--- config.mk ---
export PLATFORM = sky130hd
export DESIGN_NAME = css_clock_source_startup_sequencer
export DESIGN_NICKNAME = d
export VERILOG_FILES = /design/src/verilog/css_pkg.sv /design/src/verilog/css_clock_source_startup_sequencer.sv
export SDC_FILE = /design/constraint.sdc
export NUM_CORES = 1
export LEC_CHECK = 0
export BUFFER_PORTS_ARGS = -buffer_cell sky130_fd_sc_hd__buf_2
export CAP_MARGIN = 20
export CORE_ASPECT_RATIO = 1.25
export CORE_MARGIN = 2
export CORE_UTILIZATION = 28
export CTS_CLUSTER_DIAMETER = 50
export DETAILED_ROUTE_END_ITERATION = 7
export SETUP_SLACK_MARGIN = 0.1
export SLEW_MARGIN = 20
export SYNTH_ARGS = -nofsm -noshare
export SYNTH_HDL_FRONTEND = slang
export SYNTH_SLANG_ARGS = --single-unit
--- constraint.sdc ---
create_clock -name clk -period 2.1 [get_ports clk]
set_clock_uncertainty 0.2 [all_clocks]
set_input_delay 0.105 -clock clk [delete_from_list [all_inputs] [get_ports clk]]
set_output_delay 0.105 -clock clk [all_outputs]
set_load 0.02 [all_outputs]
--- src/verilog/css_pkg.sv ---
// Constants, fuse encodings and state type for the clock source start-up sequencer.
// Assumes fuse values arrive as static levels and the APB master follows the usual two-phase protocol.
package css_pkg;
   // Register byte addresses on the APB bus.
   localparam logic [7:0] CSS_ADDR_CONTROL = 8'h00;
   localparam logic [7:0] CSS_ADDR_STATUS = 8'h04;
   localparam logic [7:0] CSS_ADDR_FUSES = 8'h08;
   // Control register fields: sleep mode request in bits 1..0.
   localparam int CSS_CTRL_MODE_LSB = 0;
   localparam logic [1:0] CSS_MODE_NONE = 2'h0;
   localparam logic [1:0] CSS_MODE_NOISE = 2'h1;
   localparam logic [1:0] CSS_MODE_POWERDOWN = 2'h2;
   // Status register field positions.
   localparam int CSS_STAT_STATE_LSB = 0;
   localparam int CSS_STAT_RESERVED_BIT = 3;
   localparam int CSS_STAT_SOURCE_LSB = 4;
   localparam int CSS_STAT_RESET_BIT = 8;
   // Fuse register field positions.
   localparam int CSS_FUSE_SOURCE_LSB = 0;
   localparam int CSS_FUSE_STARTUP_LSB = 4;
   localparam int CSS_FUSE_DIV_BIT = 6;
   // Shipped fuse values; a zero bit is programmed, a one bit unprogrammed.
   localparam logic [3:0] CSS_DEFAULT_SOURCE = 4'h2;
   localparam logic [1:0] CSS_DEFAULT_STARTUP = 2'h2;
   localparam logic CSS_DEFAULT_DIV = 1'b0;
   // Clock source indices into the oscillator tick vector.
   localparam int CSS_SRC_NONE = 0;
   localparam int CSS_SRC_EXTERNAL = 1;
   localparam int CSS_SRC_RC_CAL = 2;
   localparam int CSS_SRC_RC_128K = 3;
   localparam int CSS_SRC_LF_XTAL = 4;
   localparam int CSS_SRC_FS_XTAL = 5;
   localparam int CSS_SRC_LP_XTAL = 6;
   localparam int CSS_NUM_SOURCES = 7;
   // Watchdog oscillator cycle counts for the reset time-out.
   localparam int CSS_TIMEOUT_SHORT = 512;
   localparam int CSS_TIMEOUT_LONG = 8192;
   // Oscillator start-up counts in cycles of the selected source.
   localparam int CSS_START_EXT = 6;
   localparam int CSS_START_258 = 258;
   localparam int CSS_START_1K = 1024;
   localparam int CSS_START_16K = 16384;
   localparam int CSS_START_32K = 32768;
   localparam int CSS_START_EXTRA_RESET = 14;
   // Divider terminal count for divide by eight.
   localparam logic [2:0] CSS_DIV_LAST = 3'h7;
   // Sequencer states.
   typedef enum logic [2:0] {CSS_HOLD, CSS_TIMEOUT, CSS_OSCSTART, CSS_RUN, CSS_SLEEP} css_state_type;
endpackage

--- src/verilog/css_clock_source_startup_sequencer.sv ---
// Clock source selection, divide by eight and reset start-up sequencing with an APB register slave.
// Assumes all inputs except nrst, including watchdog and oscillator tick pulses, are synchronous to clk.
//
// Design decisions made here: the register addresses and the APB interface to the registers.
`timescale 1ns/1ps
// Function
// RULE1 - Four-bit source select picks clock source
// RULE2 - Code 0001 is reserved, no source
// RULE3 - Fuse one is unprogrammed, zero programmed
// RULE4 - Default fuses: RC, startup 10, divide on
// RULE5 - Programmed divide fuse divides clock by eight
// RULE6 - Hold reset for watchdog-timed time-out
// RULE7 - Time-out is 0, 512 or 8192 cycles
// RULE8 - Oscillator cycle count holds reset before release
// RULE9 - Start-up count depends on clock type
// RULE10 - Reset start uses time-out plus start-up
// RULE11 - Wake from sleep uses start-up count only
// RULE12 - Low-power crystal range from bits three..one
// RULE13 - Low-power crystal, low bit zero, count table
// RULE14 - Low-power crystal, low bit one, count table
// RULE15 - Converter clock runs while CPU halted
// RULE16 - New external reset restarts both counters
// RULE17 - Time-out finishes before start-up count begins
module css_clock_source_startup_sequencer
   import css_pkg::*;
#(
   parameter int TIMEOUT_LONG_CYCLES = CSS_TIMEOUT_LONG,
   parameter int START_16K_CYCLES = CSS_START_16K,
   parameter int START_32K_CYCLES = CSS_START_32K
) (
   // Clock and reset.
   input wire logic clk,
   input wire logic nrst,
   // Fuse levels and other reset sources.
   input wire logic [3:0] clockSourceSelect,
   input wire logic [1:0] startupTimeSelect,
   input wire logic divideByEightFuse,
   input wire logic otherResetActive,
   // Timing ticks and wake-up event.
   input wire logic watchdogTick,
   input wire logic [CSS_NUM_SOURCES-1:0] oscillatorTick,
   input wire logic wakeUp,
   // Clock, reset and oscillator range outputs.
   output logic coreReset,
   output logic systemClockEnable,
   output logic cpuClockEnable,
   output logic ioClockEnable,
   output logic converterClockEnable,
   output logic [2:0] oscillatorRangeSelect,
   // APB slave.
   input wire logic psel,
   input wire logic penable,
   input wire logic pwrite,
   input wire logic [7:0] paddr,
   input wire logic [31:0] pwdata,
   output logic [31:0] prdata,
   output logic pready,
   output logic pslverr
);
   // Map the source select code onto a source index.
   function automatic int sourceIndex(input logic [3:0] src);
      if (src[3]) begin
         return CSS_SRC_LP_XTAL; // RULE1
      end else if (src[2:1] == 2'h3) begin
         return CSS_SRC_FS_XTAL;
      end else if (src[2:1] == 2'h2) begin
         return CSS_SRC_LF_XTAL;
      end else if (src == 4'h3) begin
         return CSS_SRC_RC_128K;
      end else if (src == 4'h2) begin
         return CSS_SRC_RC_CAL;
      end else if (src == 4'h0) begin
         return CSS_SRC_EXTERNAL;
      end
      return CSS_SRC_NONE; // RULE2
   endfunction

   // Watchdog cycles of reset time-out for a fuse setting.
   function automatic logic [13:0] timeoutCycles(input logic [3:0] src, input logic [1:0] sut);
      int idx;
      int cyc;
      idx = sourceIndex(src);
      cyc = 0;
      if (idx == CSS_SRC_LP_XTAL || idx == CSS_SRC_FS_XTAL) begin
         // RULE13 RULE14
         unique case ({src[0], sut})
            3'h0, 3'h3, 3'h6: cyc = CSS_TIMEOUT_SHORT;
            3'h1, 3'h4, 3'h7: cyc = TIMEOUT_LONG_CYCLES;
            default: cyc = 0;
         endcase
      end else if (idx != CSS_SRC_NONE) begin
         unique case (sut)
            2'h1: cyc = CSS_TIMEOUT_SHORT; // RULE7
            2'h2: cyc = TIMEOUT_LONG_CYCLES;
            default: cyc = 0;
         endcase
      end
      return cyc[13:0];
   endfunction

   // Oscillator start-up cycles for a fuse setting.
   function automatic logic [16:0] startupCycles(input logic [3:0] src, input logic [1:0] sut);
      int idx;
      int cyc;
      idx = sourceIndex(src);
      cyc = CSS_START_EXT; // RULE9
      if (idx == CSS_SRC_LP_XTAL || idx == CSS_SRC_FS_XTAL) begin
         if (!src[0]) begin
            cyc = sut[1] ? CSS_START_1K : CSS_START_258; // RULE13
         end else begin
            cyc = (sut == 2'h0) ? CSS_START_1K : START_16K_CYCLES; // RULE14
         end
      end else if (idx == CSS_SRC_LF_XTAL) begin
         cyc = src[0] ? START_32K_CYCLES : CSS_START_1K;
      end
      return cyc[16:0];
   endfunction

   // Reset synchroniser: asynchronous assertion, release after two edges.
   logic rstMeta; // First stage, read only by the second.
   logic rstN; // Released reset used by the rest of the block.
   always_ff @(posedge clk or negedge nrst) begin
      if (!nrst) begin
         rstMeta <= 1'b0;
         rstN <= 1'b0;
      end else begin
         rstMeta <= 1'b1;
         rstN <= rstMeta;
      end
   end

   // Sequencer state and counters.
   css_state_type state, next_state;
   logic [13:0] timeoutCount, next_timeoutCount; // Watchdog cycles counted.
   logic [16:0] oscCount, next_oscCount; // Synchronous count of source cycles.
   logic [3:0] srcLatch, next_srcLatch; // Fuses captured while in hold.
   logic [1:0] sutLatch, next_sutLatch;
   logic divLatch, next_divLatch;
   logic fromReset, next_fromReset; // Start-up includes the reset extras.
   logic [2:0] divCount, next_divCount; // Divide-by-eight phase.
   logic [1:0] sleepMode, next_sleepMode; // Software sleep request.
   logic next_coreReset;
   logic next_systemClockEnable;
   logic next_cpuClockEnable;
   logic next_ioClockEnable;
   logic next_converterClockEnable;
   logic [31:0] next_prdata;
   logic next_pready;
   logic next_pslverr;
   // Decoded values of the captured fuses.
   int srcIdx;
   logic srcTick; // One tick of the selected source.
   logic srcReserved;
   logic [13:0] timeoutTarget;
   logic [16:0] oscTarget;
   logic apbAccess; // Completing access phase.
   logic apbWrite;

   always_comb begin
      srcIdx = sourceIndex(srcLatch);
      srcTick = oscillatorTick[srcIdx]; // RULE1
      // Low-frequency crystal with start-up select 11 is reserved too, so it never clocks.
      srcReserved = (srcIdx == CSS_SRC_NONE) || (srcIdx == CSS_SRC_LF_XTAL && sutLatch == 2'h3); // RULE2
      timeoutTarget = timeoutCycles(srcLatch, sutLatch);
      oscTarget = startupCycles(srcLatch, sutLatch) + (fromReset ? 17'(CSS_START_EXTRA_RESET) : 17'h00000);
      apbAccess = psel && penable && pready;
      apbWrite = apbAccess && pwrite && (paddr == CSS_ADDR_CONTROL);
   end

   // Next-state logic of the start-up sequence, fuse capture and sleep mode.
   always_comb begin
      next_state = state;
      next_timeoutCount = timeoutCount;
      next_oscCount = oscCount;
      next_srcLatch = srcLatch;
      next_sutLatch = sutLatch;
      next_divLatch = divLatch;
      next_fromReset = fromReset;
      next_sleepMode = sleepMode;
      unique case (state)
         CSS_HOLD: begin
            // Fuses are sampled here so that a changed fuse takes effect on the next start.
            next_srcLatch = clockSourceSelect;
            next_sutLatch = startupTimeSelect;
            next_divLatch = divideByEightFuse;
            next_timeoutCount = 14'h0000;
            next_oscCount = 17'h00000;
            next_fromReset = 1'b1; // RULE10
            if (!otherResetActive) begin
               next_state = (timeoutCycles(clockSourceSelect, startupTimeSelect) == 14'h0000) ? CSS_OSCSTART
                  : CSS_TIMEOUT; // RULE6 RULE7
            end
         end
         CSS_TIMEOUT: begin
            if (watchdogTick) begin
               next_timeoutCount = timeoutCount + 14'h0001; // RULE6
               if (timeoutCount + 14'h0001 >= timeoutTarget) begin
                  next_state = CSS_OSCSTART; // RULE17
               end
            end
         end
         CSS_OSCSTART: begin
            if (srcTick && !srcReserved) begin
               next_oscCount = oscCount + 17'h00001; // RULE8
               if (oscCount + 17'h00001 >= oscTarget) begin
                  next_state = CSS_RUN;
               end
            end
         end
         CSS_RUN: begin
            if (sleepMode != CSS_MODE_NONE) begin
               next_state = CSS_SLEEP;
            end
         end
         CSS_SLEEP: begin
            if (wakeUp) begin
               next_sleepMode = CSS_MODE_NONE;
               next_oscCount = 17'h00000;
               next_fromReset = 1'b0; // RULE11
               // Noise reduction keeps the oscillator running, so no start-up wait is needed.
               next_state = (sleepMode == CSS_MODE_NOISE) ? CSS_RUN : CSS_OSCSTART; // RULE11
            end
         end
      endcase
      // A software write beats the hardware clear on wake in the same cycle.
      if (apbWrite) begin
         next_sleepMode = pwdata[CSS_CTRL_MODE_LSB +: 2];
      end
      if (otherResetActive) begin
         next_state = CSS_HOLD; // RULE16
         next_timeoutCount = 14'h0000;
         next_oscCount = 17'h00000;
      end
   end

   // Output clock enables and divider.
   always_comb begin
      next_divCount = divCount;
      next_systemClockEnable = 1'b0;
      if (srcTick && !srcReserved) begin
         next_divCount = divCount + 3'h1;
         // RULE3 RULE5
         next_systemClockEnable = divLatch || (divCount == CSS_DIV_LAST);
      end
      next_coreReset = !(next_state == CSS_RUN || next_state == CSS_SLEEP); // RULE8
      next_cpuClockEnable = (next_state == CSS_RUN);
      next_ioClockEnable = (next_state == CSS_RUN);
      // RULE15
      next_converterClockEnable = (next_state == CSS_RUN)
         || (next_state == CSS_SLEEP && sleepMode == CSS_MODE_NOISE);
   end

   // APB slave: one wait state, then the answer with pready.
   always_comb begin
      next_pready = psel && penable && !pready;
      next_prdata = 32'h00000000;
      next_pslverr = 1'b0;
      if (next_pready) begin
         unique case (paddr)
            CSS_ADDR_CONTROL: next_prdata[CSS_CTRL_MODE_LSB +: 2] = sleepMode;
            CSS_ADDR_STATUS: begin
               next_prdata[CSS_STAT_STATE_LSB +: 3] = state;
               next_prdata[CSS_STAT_RESERVED_BIT] = srcReserved;
               next_prdata[CSS_STAT_SOURCE_LSB +: 4] = srcLatch;
               next_prdata[CSS_STAT_RESET_BIT] = coreReset;
            end
            CSS_ADDR_FUSES: begin
               next_prdata[CSS_FUSE_SOURCE_LSB +: 4] = srcLatch;
               next_prdata[CSS_FUSE_STARTUP_LSB +: 2] = sutLatch;
               next_prdata[CSS_FUSE_DIV_BIT] = divLatch;
            end
            default: next_pslverr = 1'b1;
         endcase
         if (pwrite && paddr != CSS_ADDR_CONTROL) begin
            next_prdata = 32'h00000000;
            next_pslverr = 1'b1; // Status and fuse words cannot be written.
         end
      end
   end

   // All state registers but the reset synchroniser; fuse copies reset to the shipped values.
   always_ff @(posedge clk or negedge rstN) begin
      if (!rstN) begin
         state <= CSS_HOLD;
         timeoutCount <= 14'h0000;
         oscCount <= 17'h00000;
         srcLatch <= CSS_DEFAULT_SOURCE; // RULE4
         sutLatch <= CSS_DEFAULT_STARTUP;
         divLatch <= CSS_DEFAULT_DIV;
         fromReset <= 1'b1;
         divCount <= 3'h0;
         sleepMode <= CSS_MODE_NONE;
         coreReset <= 1'b1;
         systemClockEnable <= 1'b0;
         cpuClockEnable <= 1'b0;
         ioClockEnable <= 1'b0;
         converterClockEnable <= 1'b0;
         oscillatorRangeSelect <= 3'h0;
         prdata <= 32'h00000000;
         pready <= 1'b0;
         pslverr <= 1'b0;
      end else begin
         state <= next_state;
         timeoutCount <= next_timeoutCount;
         oscCount <= next_oscCount;
         srcLatch <= next_srcLatch;
         sutLatch <= next_sutLatch;
         divLatch <= next_divLatch;
         fromReset <= next_fromReset;
         divCount <= next_divCount;
         sleepMode <= next_sleepMode;
         coreReset <= next_coreReset;
         systemClockEnable <= next_systemClockEnable;
         cpuClockEnable <= next_cpuClockEnable;
         ioClockEnable <= next_ioClockEnable;
         converterClockEnable <= next_converterClockEnable;
         oscillatorRangeSelect <= next_srcLatch[3] ? next_srcLatch[3:1] : 3'h0; // RULE12
         prdata <= next_prdata;
         pready <= next_pready;
         pslverr <= next_pslverr;
      end
   end
endmodule

* Yosys cells after proc, flatten, opt, wreduce, memory -nomap -nowiden
Cells that the tools add are included. W data, S select, Z words.
Operators by class: eq/ne operators 42, $add $sub $neg 4, multiplexer cells 83, reductions and logical operators 45, order comparisons 3
Operators by type and width (count):
- $mux W32 | 10
- $eq A32 B4 Y1 const B | 5
- $pmux W14 S2 | 5
- $mux W14 | 8
- $mux W17 | 4
- $reduce_bool A32 Y1 | 2
- $pmux W17 S3 | 1
- $mux W3 | 11
- $logic_not A32 Y1 | 1
- $lt A32 B5 Y1 const B | 1
- $mux W16 | 2
- $mux W15 | 2
- $eq A3 B3 Y1 const B | 9
- $mux W1 | 24
- $add A17 B1 Y17 const B | 1
- $add A17 B4 Y17 | 1
- $ge A17 B17 Y1 | 1
- $eq A4 B2 Y1 const B | 4
- $eq A3 B2 Y1 const B | 5
- $pmux W3 S5 | 1
- $reduce_or A3 Y1 | 5
- $add A14 B1 Y14 const B | 1
- $eq A2 B2 Y1 const B | 7
- $ge A14 B14 Y1 | 1
- other kinds (29) | 65
Storage, ports and cells: output and inout port bits 42, input bits 62, flip-flop bits (word level) 90

* Longest topological paths before layout
Gate-level depths: netlist (run 1).
depth in word-level cells 24, depth in mapped cells 16

* Least setup slack after synthesis (run 1)
Ideal clock, no wire load.
path kind register -> register, from reg srcLatch[1], to reg converterClockEnable, path slack -1279 ps, data required time 1778 ps, stages on the path, launching flop included 16, period minus slack after synthesis 3379 ps, data arrival time 3057 ps, buffers on the path 1, cells stage by stage dfstp_2 > clkbuf_1 > a21oi_1 > or3_1 > nand2_1 > ha_1 > ha_1 > nor2_1 > mux2i_1 > ha_1 > a41o_1 > o21ai_0 > nand4_1 > a32oi_1 > nand3_2 > a32o_1
On the way: word-level cells in the longest chain between the ends 20
Ends and longest elaborated chain:
- start: declaration | RTL line css_clock_source_startup_sequencer.sv:136 | logic [3:0] srcLatch, next_srcLatch;
- start signal: assignment | RTL line css_clock_source_startup_sequencer.sv:306 | srcLatch <= next_srcLatch;
- $logic_not A4 Y1 | RTL line css_clock_source_startup_sequencer.sv:72 | end else if (src == 4'h0) begin
- $mux W1 | RTL line css_clock_source_startup_sequencer.sv:72
- $mux W32 or $mux W1 (tied branches) | RTL line css_clock_source_startup_sequencer.sv:70 | end else if (src == 4'h2) begin
- $mux W32 or $mux W1 (tied branches) | RTL line css_clock_source_startup_sequencer.sv:68 | end else if (src == 4'h3) begin
- $mux W32 or $mux W1 (tied branches) | RTL line css_clock_source_startup_sequencer.sv:66 | end else if (src[2:1] == 2'h2) begin
- $mux W32 or $mux W1 (tied branches) | RTL line css_clock_source_startup_sequencer.sv:64 | end else if (src[2:1] == 2'h3) begin
- $mux W32 or $mux W1 (tied branches) | RTL line css_clock_source_startup_sequencer.sv:62 | if (src[3]) begin
- $mux W32 (*) | RTL line css_clock_source_startup_sequencer.sv:75 | return CSS_SRC_NONE;
- [5 not listed]
- $mux W3 | RTL line css_clock_source_startup_sequencer.sv:205 | if (oscCount + 17'h00001 >= oscTarget) begin
- $mux W3 | RTL line css_clock_source_startup_sequencer.sv:203 | if (srcTick && !srcReserved) begin
- $pmux W3 S5 (*) | RTL line css_clock_source_startup_sequencer.sv:180 | unique case (state)
- $mux W3 (*) | RTL line css_clock_source_startup_sequencer.sv:229 | if (otherResetActive) begin
- $eq A3 B3 Y1 | RTL line css_clock_source_startup_sequencer.sv:250 | || (next_state == CSS_SLEEP && sleepMode == CSS_MODE_NOISE);
- $logic_and A1 B1 Y1 | RTL line css_clock_source_startup_sequencer.sv:250
- $logic_or A1 B1 Y1 (*) | RTL line css_clock_source_startup_sequencer.sv:250
- via next_converterClockEnable | RTL line css_clock_source_startup_sequencer.sv:146 | logic next_converterClockEnable;
- end signal: assignment | RTL line css_clock_source_startup_sequencer.sv:316 | converterClockEnable <= next_converterClockEnable;
- end: declaration | RTL line css_clock_source_startup_sequencer.sv:48 | output logic converterClockEnable,
Mark *: on every way through the listed nets, which the timed path passes. The rest lies on a longest branch. The select of a mux whose other input is x is not followed. A chain may end at the register's enable or synchronous reset.

* Worst setup path in the final report (run 1)
Ends and elaborated chain as after synthesis.

==> run summary, run 1 <==
Critical Path AT = 3250 ps
Root buf cell = clkbuf_16
Starting Density = 28.79%
Worst-path fanout max = 3
Worst Hold Class = primary input to flop
Top FF cell, synth = dfrtp_1
Finished Layout Cells = 830
Chip Width = 115.1 um
Tot GR Track Use = 14.49%
Syn avg cell area = 9.063 um2
Number of flops mapped to enable cells by yosys = 0
Worst-Margin Slew = 673.6 ps
Status = finished, violations left
Max-slew violation count = 0
Area Overhead vs Synth = 44.89%
Largest family of logic cells by synthesized area = simple AND/OR/NAND/NOR gates
CTS Buf Count = 9
Post-synth ARST share = 100.0%
Total Nets Final = 722
Vias in the first global route = 4034
Number of routed nets with antenna violations = 0
Vias per cell = 5.007
Xor and xnor area share after synthesis = 3.444%
Failing checks = negative setup slack
Setup TNS = -9129 ps
Clk slew on worst S/H paths = 60 ps
Clk_lat worst skew = 340 ps
Global route overflow = 0
DP Cell Count = 774
Post-DR wirelength/cell = 14.50 um
CP endpoint kind = flop
Distinct cells, synth = 68
Synth Cell Area = 0.004323 mm2
Largest net degree at the start of global routing = 65
Max-Cap Viols = 0
Setup violators final = 23
Antenna Diode Count = 0
Iteration-0 DRC count of the detailed router = 256
RSZ-0062 raised after global routing = true
Leak Pwr = 0.002911 uW
Post-synthesis adder-cell area fraction = 5.152%
Critical setup path kind = flop to flop
Clock buffer depth = 2
Sequential share of the synthesized area = 38.32%
Power Density = 1074 mW/mm2
Total clock sinks = 66
Crit path required time = 2180 ps
Drt pass-1 iters = 5
DP Wirelength = 8409 um
Initial antenna violation count = 0
Gp weighted congestion = 0.8402
Fmax = 315.5 MHz
Global-route wire length before repair = 19020 um
Worst IR Drop VDD = 0.4973 mV
Routed Wire Length = 12040 um
Mapped Cells = 477
CTS tree = built
DRC viols = 0
Row cnt = 50
Mux cell area share after synthesis = 4.197%
Worst slew margin = 55.00%
Core area = 0.01501 mm2
Startpoint types = flop
DIE HEIGHT = 142.9 um
Crit path time final = 3169 ps
Final Cycle Share = 150.9%
I/O Pins = 104
Share of layout cells above drive strength 1 = 39.20%
Final Hold Fails = 0
Slack of the critical path = -1069 ps
Routed via count = 4156
FF+latch count, synth = 66
Simple-gate share of the synthesized area = 21.94%
Synth Area in Compound Gates = 18.58%
DIE AREA = 0.01646 mm2
Ys Warns = 0
CTS H-tree lvls = 3
IO buf count = 50
[routing by layer]
| metal | up-vias | GRT usage [%] | share of wire, % |
|---|---|---|---|
| met5 | - | 0 | 0 |
| met4 | 0 | 4.249 | 1.6 |
| met3 | 11 | 2.886 | 2.6 |
| met2 | 80 | 27.93 | 56 |
| met1 | 2056 | 15.71 | 40 |
| li1 | 2009 | - | - |
[cell type report]
class / instances / area (um2)
Tap cell: 182 / 227.7
Clock buffer: 9 / 225.2
Inverter: 11 / 41.29
Fill cell: 1415 / 8751
Timing Repair Buffer: 184 / 1376
Clock inverter: 7 / 101.3
Multi-Input combinational cell: 371 / 2629
Sequential cell: 66 / 1663
[report_power, final]
group	leakage, uW	internal (uW)	switching [uW]
clock	0.000153	1050	610
combinational	0.00189	1740	1630
sequential	0.000871	1480	218
[stage by stage]
| step | setup slack (ps) | hold WS [ps] | area, um2 | util (%) | total power [uW] |
|---|---|---|---|---|---|
| 2_1_floorplan | -1005 | -390.6 | 4496 | - | 3517 |
| 3_3_place_gp | -1150 | -310.4 | 5366 | 35.74 | 4304 |
| 3_5_place_dp | -1227 | -307.6 | 5366 | 35.74 | 4405 |
| 4_1_cts | -1030 | 2.323 | 6076 | 40.47 | 6502 |
| 5_1_grt | -1223 | 57.81 | 6264 | 41.72 | 7147 |
| 6_report | -1069 | 7.761 | 6264 | 41.72 | 6725 |
[registers in the layout, summed over array words and instances, names as in the netlist, 2 cells and up]
register / flops
sleepMode: 2
state: 3
divCount: 3
prdata: 9
oscCount: 17
srcLatch: 4
oscillatorRangeSelect: 2
sutLatch: 2
timeoutCount: 14
[synthesized netlist by cell type, types with 2 or more instances]
master | count | area (um2)
dfrtp_1 | 62 | 1551
nor2_1 | 44 | 165.2
nand2_1 | 39 | 146.4
buf_4 | 27 | 202.7
o21ai_0 | 27 | 135.1
a21oi_1 | 21 | 105.1
nand3_1 | 20 | 100.1
clkbuf_1 | 18 | 67.56
ha_1 | 17 | 212.7
o21ai_1 | 17 | 85.08
o31ai_1 | 12 | 90.09
inv_1 | 11 | 41.29
nor3_1 | 11 | 55.05
and3_1 | 9 | 56.30
mux2_2 | 9 | 101.4
nand4_1 | 9 | 56.30
xnor2_1 | 9 | 78.83
mux2i_1 | 8 | 80.08
xor2_1 | 8 | 70.07
a22o_1 | 7 | 61.31
and2_1 | 7 | 43.79
a22oi_1 | 6 | 45.04
nand2b_1 | 5 | 31.28
nor2b_1 | 5 | 31.28
buf_2 | 4 | 20.02
dfstp_2 | 4 | 105.1
a32oi_1 | 3 | 26.28
nor3_2 | 3 | 30.03
o21a_1 | 3 | 22.52
or2_2 | 3 | 18.77
or3_1 | 3 | 18.77
a31oi_1 | 2 | 12.51
and4_1 | 2 | 17.52
buf_6 | 2 | 22.52
conb_1 | 2 | 7.510
nand3_2 | 2 | 20.02
nand3b_1 | 2 | 15.01
nor4_1 | 2 | 12.51
o41ai_1 | 2 | 17.52
or4_1 | 2 | 15.01
[cell families (layout without fill, tap and decap cells)]
group	Yosys count	count (layout)
fa+ha+maj	18	18
other cells	2	24
mux	17	17
buf+inv	62	211
xor+xnor	17	17
simple gates	177	177
compound gates	118	118
flops	66	66
[layout by cell type (no fill, tap or decap), drive strengths merged, types with 3 or more instances in the layout]
master       count
buf            164
dfrtp           62
nor2            44
o21ai           44
nand2           39
conb            24
nand3           23
a21oi           22
dlygate4sd3     20
ha              17
nor3            14
inv             13
o31ai           12
nand4           10
xnor2            9
clkbuf           9
mux2             9
and3             9
mux2i            8
xor2             8
a22o             7
and2             7
a22oi            6
nor2b            5
nand2b           5
dfstp            4
o21a             3
or2              3
o41ai            3
nor4             3
or3              3
a32oi            3
[what timing repair did]
action	in CTS	in global routing
endpoints found under the setup margin	25	37
pin swaps	13	11
setup buffers	9	12
resized for setup	31	25
hold buffers	20	0
hold endpoints to repair	21	0
[worst max-delay path: stages (launching register included)]
cell and delay [ps]:
dfstp_2 550, a21oi_2 60, buf_4 130, buf_4 130, nor2_1 130, nand2_1 60, o21ai_1 150, ha_2 220
or4b_4 460, o211ai_2 140, o211a_1 220, a211oi_4 100, a2111oi_4 360, a32o_1 180
[worst paths after layout]
kind	from	end	slack [ps]	depth (start not counted)
min in group asynchronous	rstN	sleepMode[0]	90	1
setup reg to reg	srcLatch[1]	converterClockEnable	-1070	13
setup / recovery	srcLatch[1]	converterClockEnable	-1070	13
hold / removal	paddr[1]	sleepMode[1]	8	5
hold reg to reg	rstN	sleepMode[0]	90	1
max in group asynchronous	nrst	rstN	1160	3
Note: power is estimated with default switching activity, not from simulation.
==> run 2: changes to the inputs <==
Clock period 2.1 ns to 3.5 ns, I/O delays scaled along.
==> run 2 against run 1 <==
Net effect: the run now ends clean; non-clock buffer count shrank 89; maximum frequency shrank 1.6%; utilization shrank 6.3 points; sequential share of layout area grew 4.7 points; routed wire length shrank 12%; design area shrank 15%; critical endpoint unchanged; largest cell class unchanged.
==> run summary, run 2 (synthesis results as in run 1) <==
Starting Density = 28.79% (unchanged)
Critical setup path kind = flop to flop
Global-route wire length before repair = 17280 um (-9.1%)
Routed Wire Length = 10620 um (-12%)
DP Cell Count = 706 (-8.8%)
Worst Hold Class = primary input to flop
Reg with most FFs = oscCount
Total Nets Final = 633 (-12%)
Crit path time final = 3222 ps (+52.70 ps)
Fmax = 310.4 MHz (-1.6%)
Crit path required time = 3520 ps (+1340 ps)
Finished Layout Cells = 741 (-11%)
RSZ-0062 raised after global routing = false
Initial antenna violation count = 0 (unchanged)
Critical Path AT = 3240 ps (about the same)
Core area = 0.01501 mm2 (unchanged)
DR WL met3 = 227 um (-28%)
Drt pass-1 iters = 4 (-1)
Tot GR Track Use = 13.18% (-1.3 points)
IO buf count = 50 (unchanged)
Vias per cell = 5.057 (+0.99%)
FILL cells = 1538 (+8.7%)
Biggest regs = oscCount (17), timeoutCount (14), prdata (9)
Worst IR Drop VDD = 0.3250 mV (-35%)
CP endpoint kind = flop
Routed via count = 3747 (-9.8%)
Chip Width = 115.1 um (unchanged)
Combinational share of power = 44.0% (-6.1 points)
Met1 WL = 4539 um (-4.8%)
Total clock sinks = 66 (unchanged)
Number of routed nets with antenna violations = 0 (unchanged)
Number of flip-flops in the largest register = 17 (unchanged)
Largest net degree at the start of global routing = 39 (-40%)
Sequential Power Share = 30.5% (+5.3 points)
Setup violators final = 0 (-100%)
Worst slew margin = 30.87% (-24 points)
Setup TNS = 0 ps (+9129 ps)
Clk slew on worst S/H paths = 60 ps (about the same)
Area Overhead vs Synth = 23.13%
CTS Buf Count = 9 (unchanged)
DIE HEIGHT = 142.9 um (unchanged)
Met2 wire len = 5532 um (-18%)
Status = complete, no violations
Vias in the first global route = 3598 (-11%)
Clk pwr share = 25.5% (+0.8 points)
Max Used Layer = met4
Final Hold Fails = 0 (unchanged)
I/O Pins = 104 (unchanged)
Share of layout cells above drive strength 1 = 24.87% (-14 points)
Gp weighted congestion = 0.7936 (-5.5%)
CTS tree = built
Power Density = 638.9 mW/mm2 (-40%)
Worst-path fanout max = 5 (+2)
Clock buffer depth = 2 (unchanged)
Row cnt = 50 (unchanged)
DP Wirelength = 7710 um (-8.3%)
CTS H-tree lvls = 3 (unchanged)
Net Sw Power = 1289 uW (-48%)
Root buf cell = clkbuf_16
Post-DR wirelength/cell = 14.33 um (-1.2%)
Switching share of total power = 37.90% (+1.3 points)
DIE AREA = 0.01646 mm2 (unchanged)
Final Cycle Share = 92.05% (-59 points)
P_int = 2112 uW (-50%)
Register area = 0.001662 mm2 (about the same)
DRC viols = 0 (unchanged)
Antenna Diode Count = 0 (unchanged)
Placed cell area = 0.004767 mm2 (-11%)
Leak Pwr = 0.002385 uW (-18%)
Final instance area = 0.005323 mm2 (-15%)
Worst-Margin Slew = 1037 ps (+363.3 ps)
Global route overflow = 0 (unchanged)
Startpoint types = flop
Clk_lat worst skew = 340 ps (about the same)
Iteration-0 DRC count of the detailed router = 224 (-13%)
Most frequent cells in the layout = dfrtp_1, buf_2, nor2_1, nand2_1, buf_4
Commonest non-fill, non-tap cell in the layout = dfrtp_1
Max-Cap Viols = 0 (unchanged)
Max-slew violation count = 0 (unchanged)
Multi-input gate area = 0.002480 mm2 (-5.7%)
[run 2: cell count changes in the layout (fill, tap and decap cells not counted), moves of 4 or more]
cell	previous run	this run
buf_4	101	28
buf_6	10	0
nand2_1	35	39
nand3_1	16	20
[run 2: layout make-up]
cell class	count	area share (%)
clock buffer	12	4.443
clock inverter	4	0.8463
sequential	66	31.22
inverter	11	0.7757
multi-input combinational	371	46.59
tap	182	4.278
timing repair buffer	95	11.85
[run 2: worst paths after layout]
kind / start / to / slack [ps] / cells after the start
min in group asynchronous: rstN / oscillatorRangeSelect[1] / 80 / 0
hold / removal: wakeUp / state[2] / 20 / 3
setup reg to reg: srcLatch[2] / converterClockEnable / 280 / 13
max in group asynchronous: rstN / timeoutCount[13] / 2070 / 1
setup / recovery: srcLatch[2] / converterClockEnable / 280 / 13
hold reg to reg: rstN / oscillatorRangeSelect[1] / 80 / 0
[run 2: timing repair]
item                       in CTS  in global routing
pin swaps                       0                 12
hold endpoints to repair       14                  0
setup endpoints to repair       2                  4
resized for setup               1                 22
hold buffers                   17                  0
setup buffers                   0                  2
[run 2: power groups by stage]
stage / logic (uW) / registers [uW] / clock network, uW
after CTS: 1410 / 1020 / 894
final: 1500 / 1040 / 868
after global placement: 1340 / 1030 / 0
after floorplan: 1040 / 995 / 0
after global routing: 1670 / 1060 / 918
after detailed placement: 1390 / 1030 / 0
[run 2: worst max-delay path: stages (launching register included)]
cell	delay, ps
dfrtp_2	450
buf_4	170
nor2b_4	150
nor3_1	70
a222oi_1	270
o21ai_1	130
ha_1	290
nand3_1	90
a211oi_2	240
nand4b_1	120
o211a_1	190
a211oi_4	330
nand3_2	160
a32o_1	230
[run 2: per-stage QoR]
stage                     hold WS [ps]  total power (uW)  util (%)  worst slack (ps)
after floorplan                 -320.6              2032         -             121.0
after global placement          -240.1              2365     31.75             113.2
after detailed placement        -238.5              2414     31.75             75.10
after CTS                        11.71              3317     34.79             104.6
after global routing             49.61              3645     35.45             66.59
final                            23.62              3400     35.45             278.2
[run 2: per-layer routing]
layer  track usage, %  vias up
met5                0        -
met4            6.214        0
met3            1.698       27
met2            23.03       64
met1            15.93     1831
li1                 -     1825
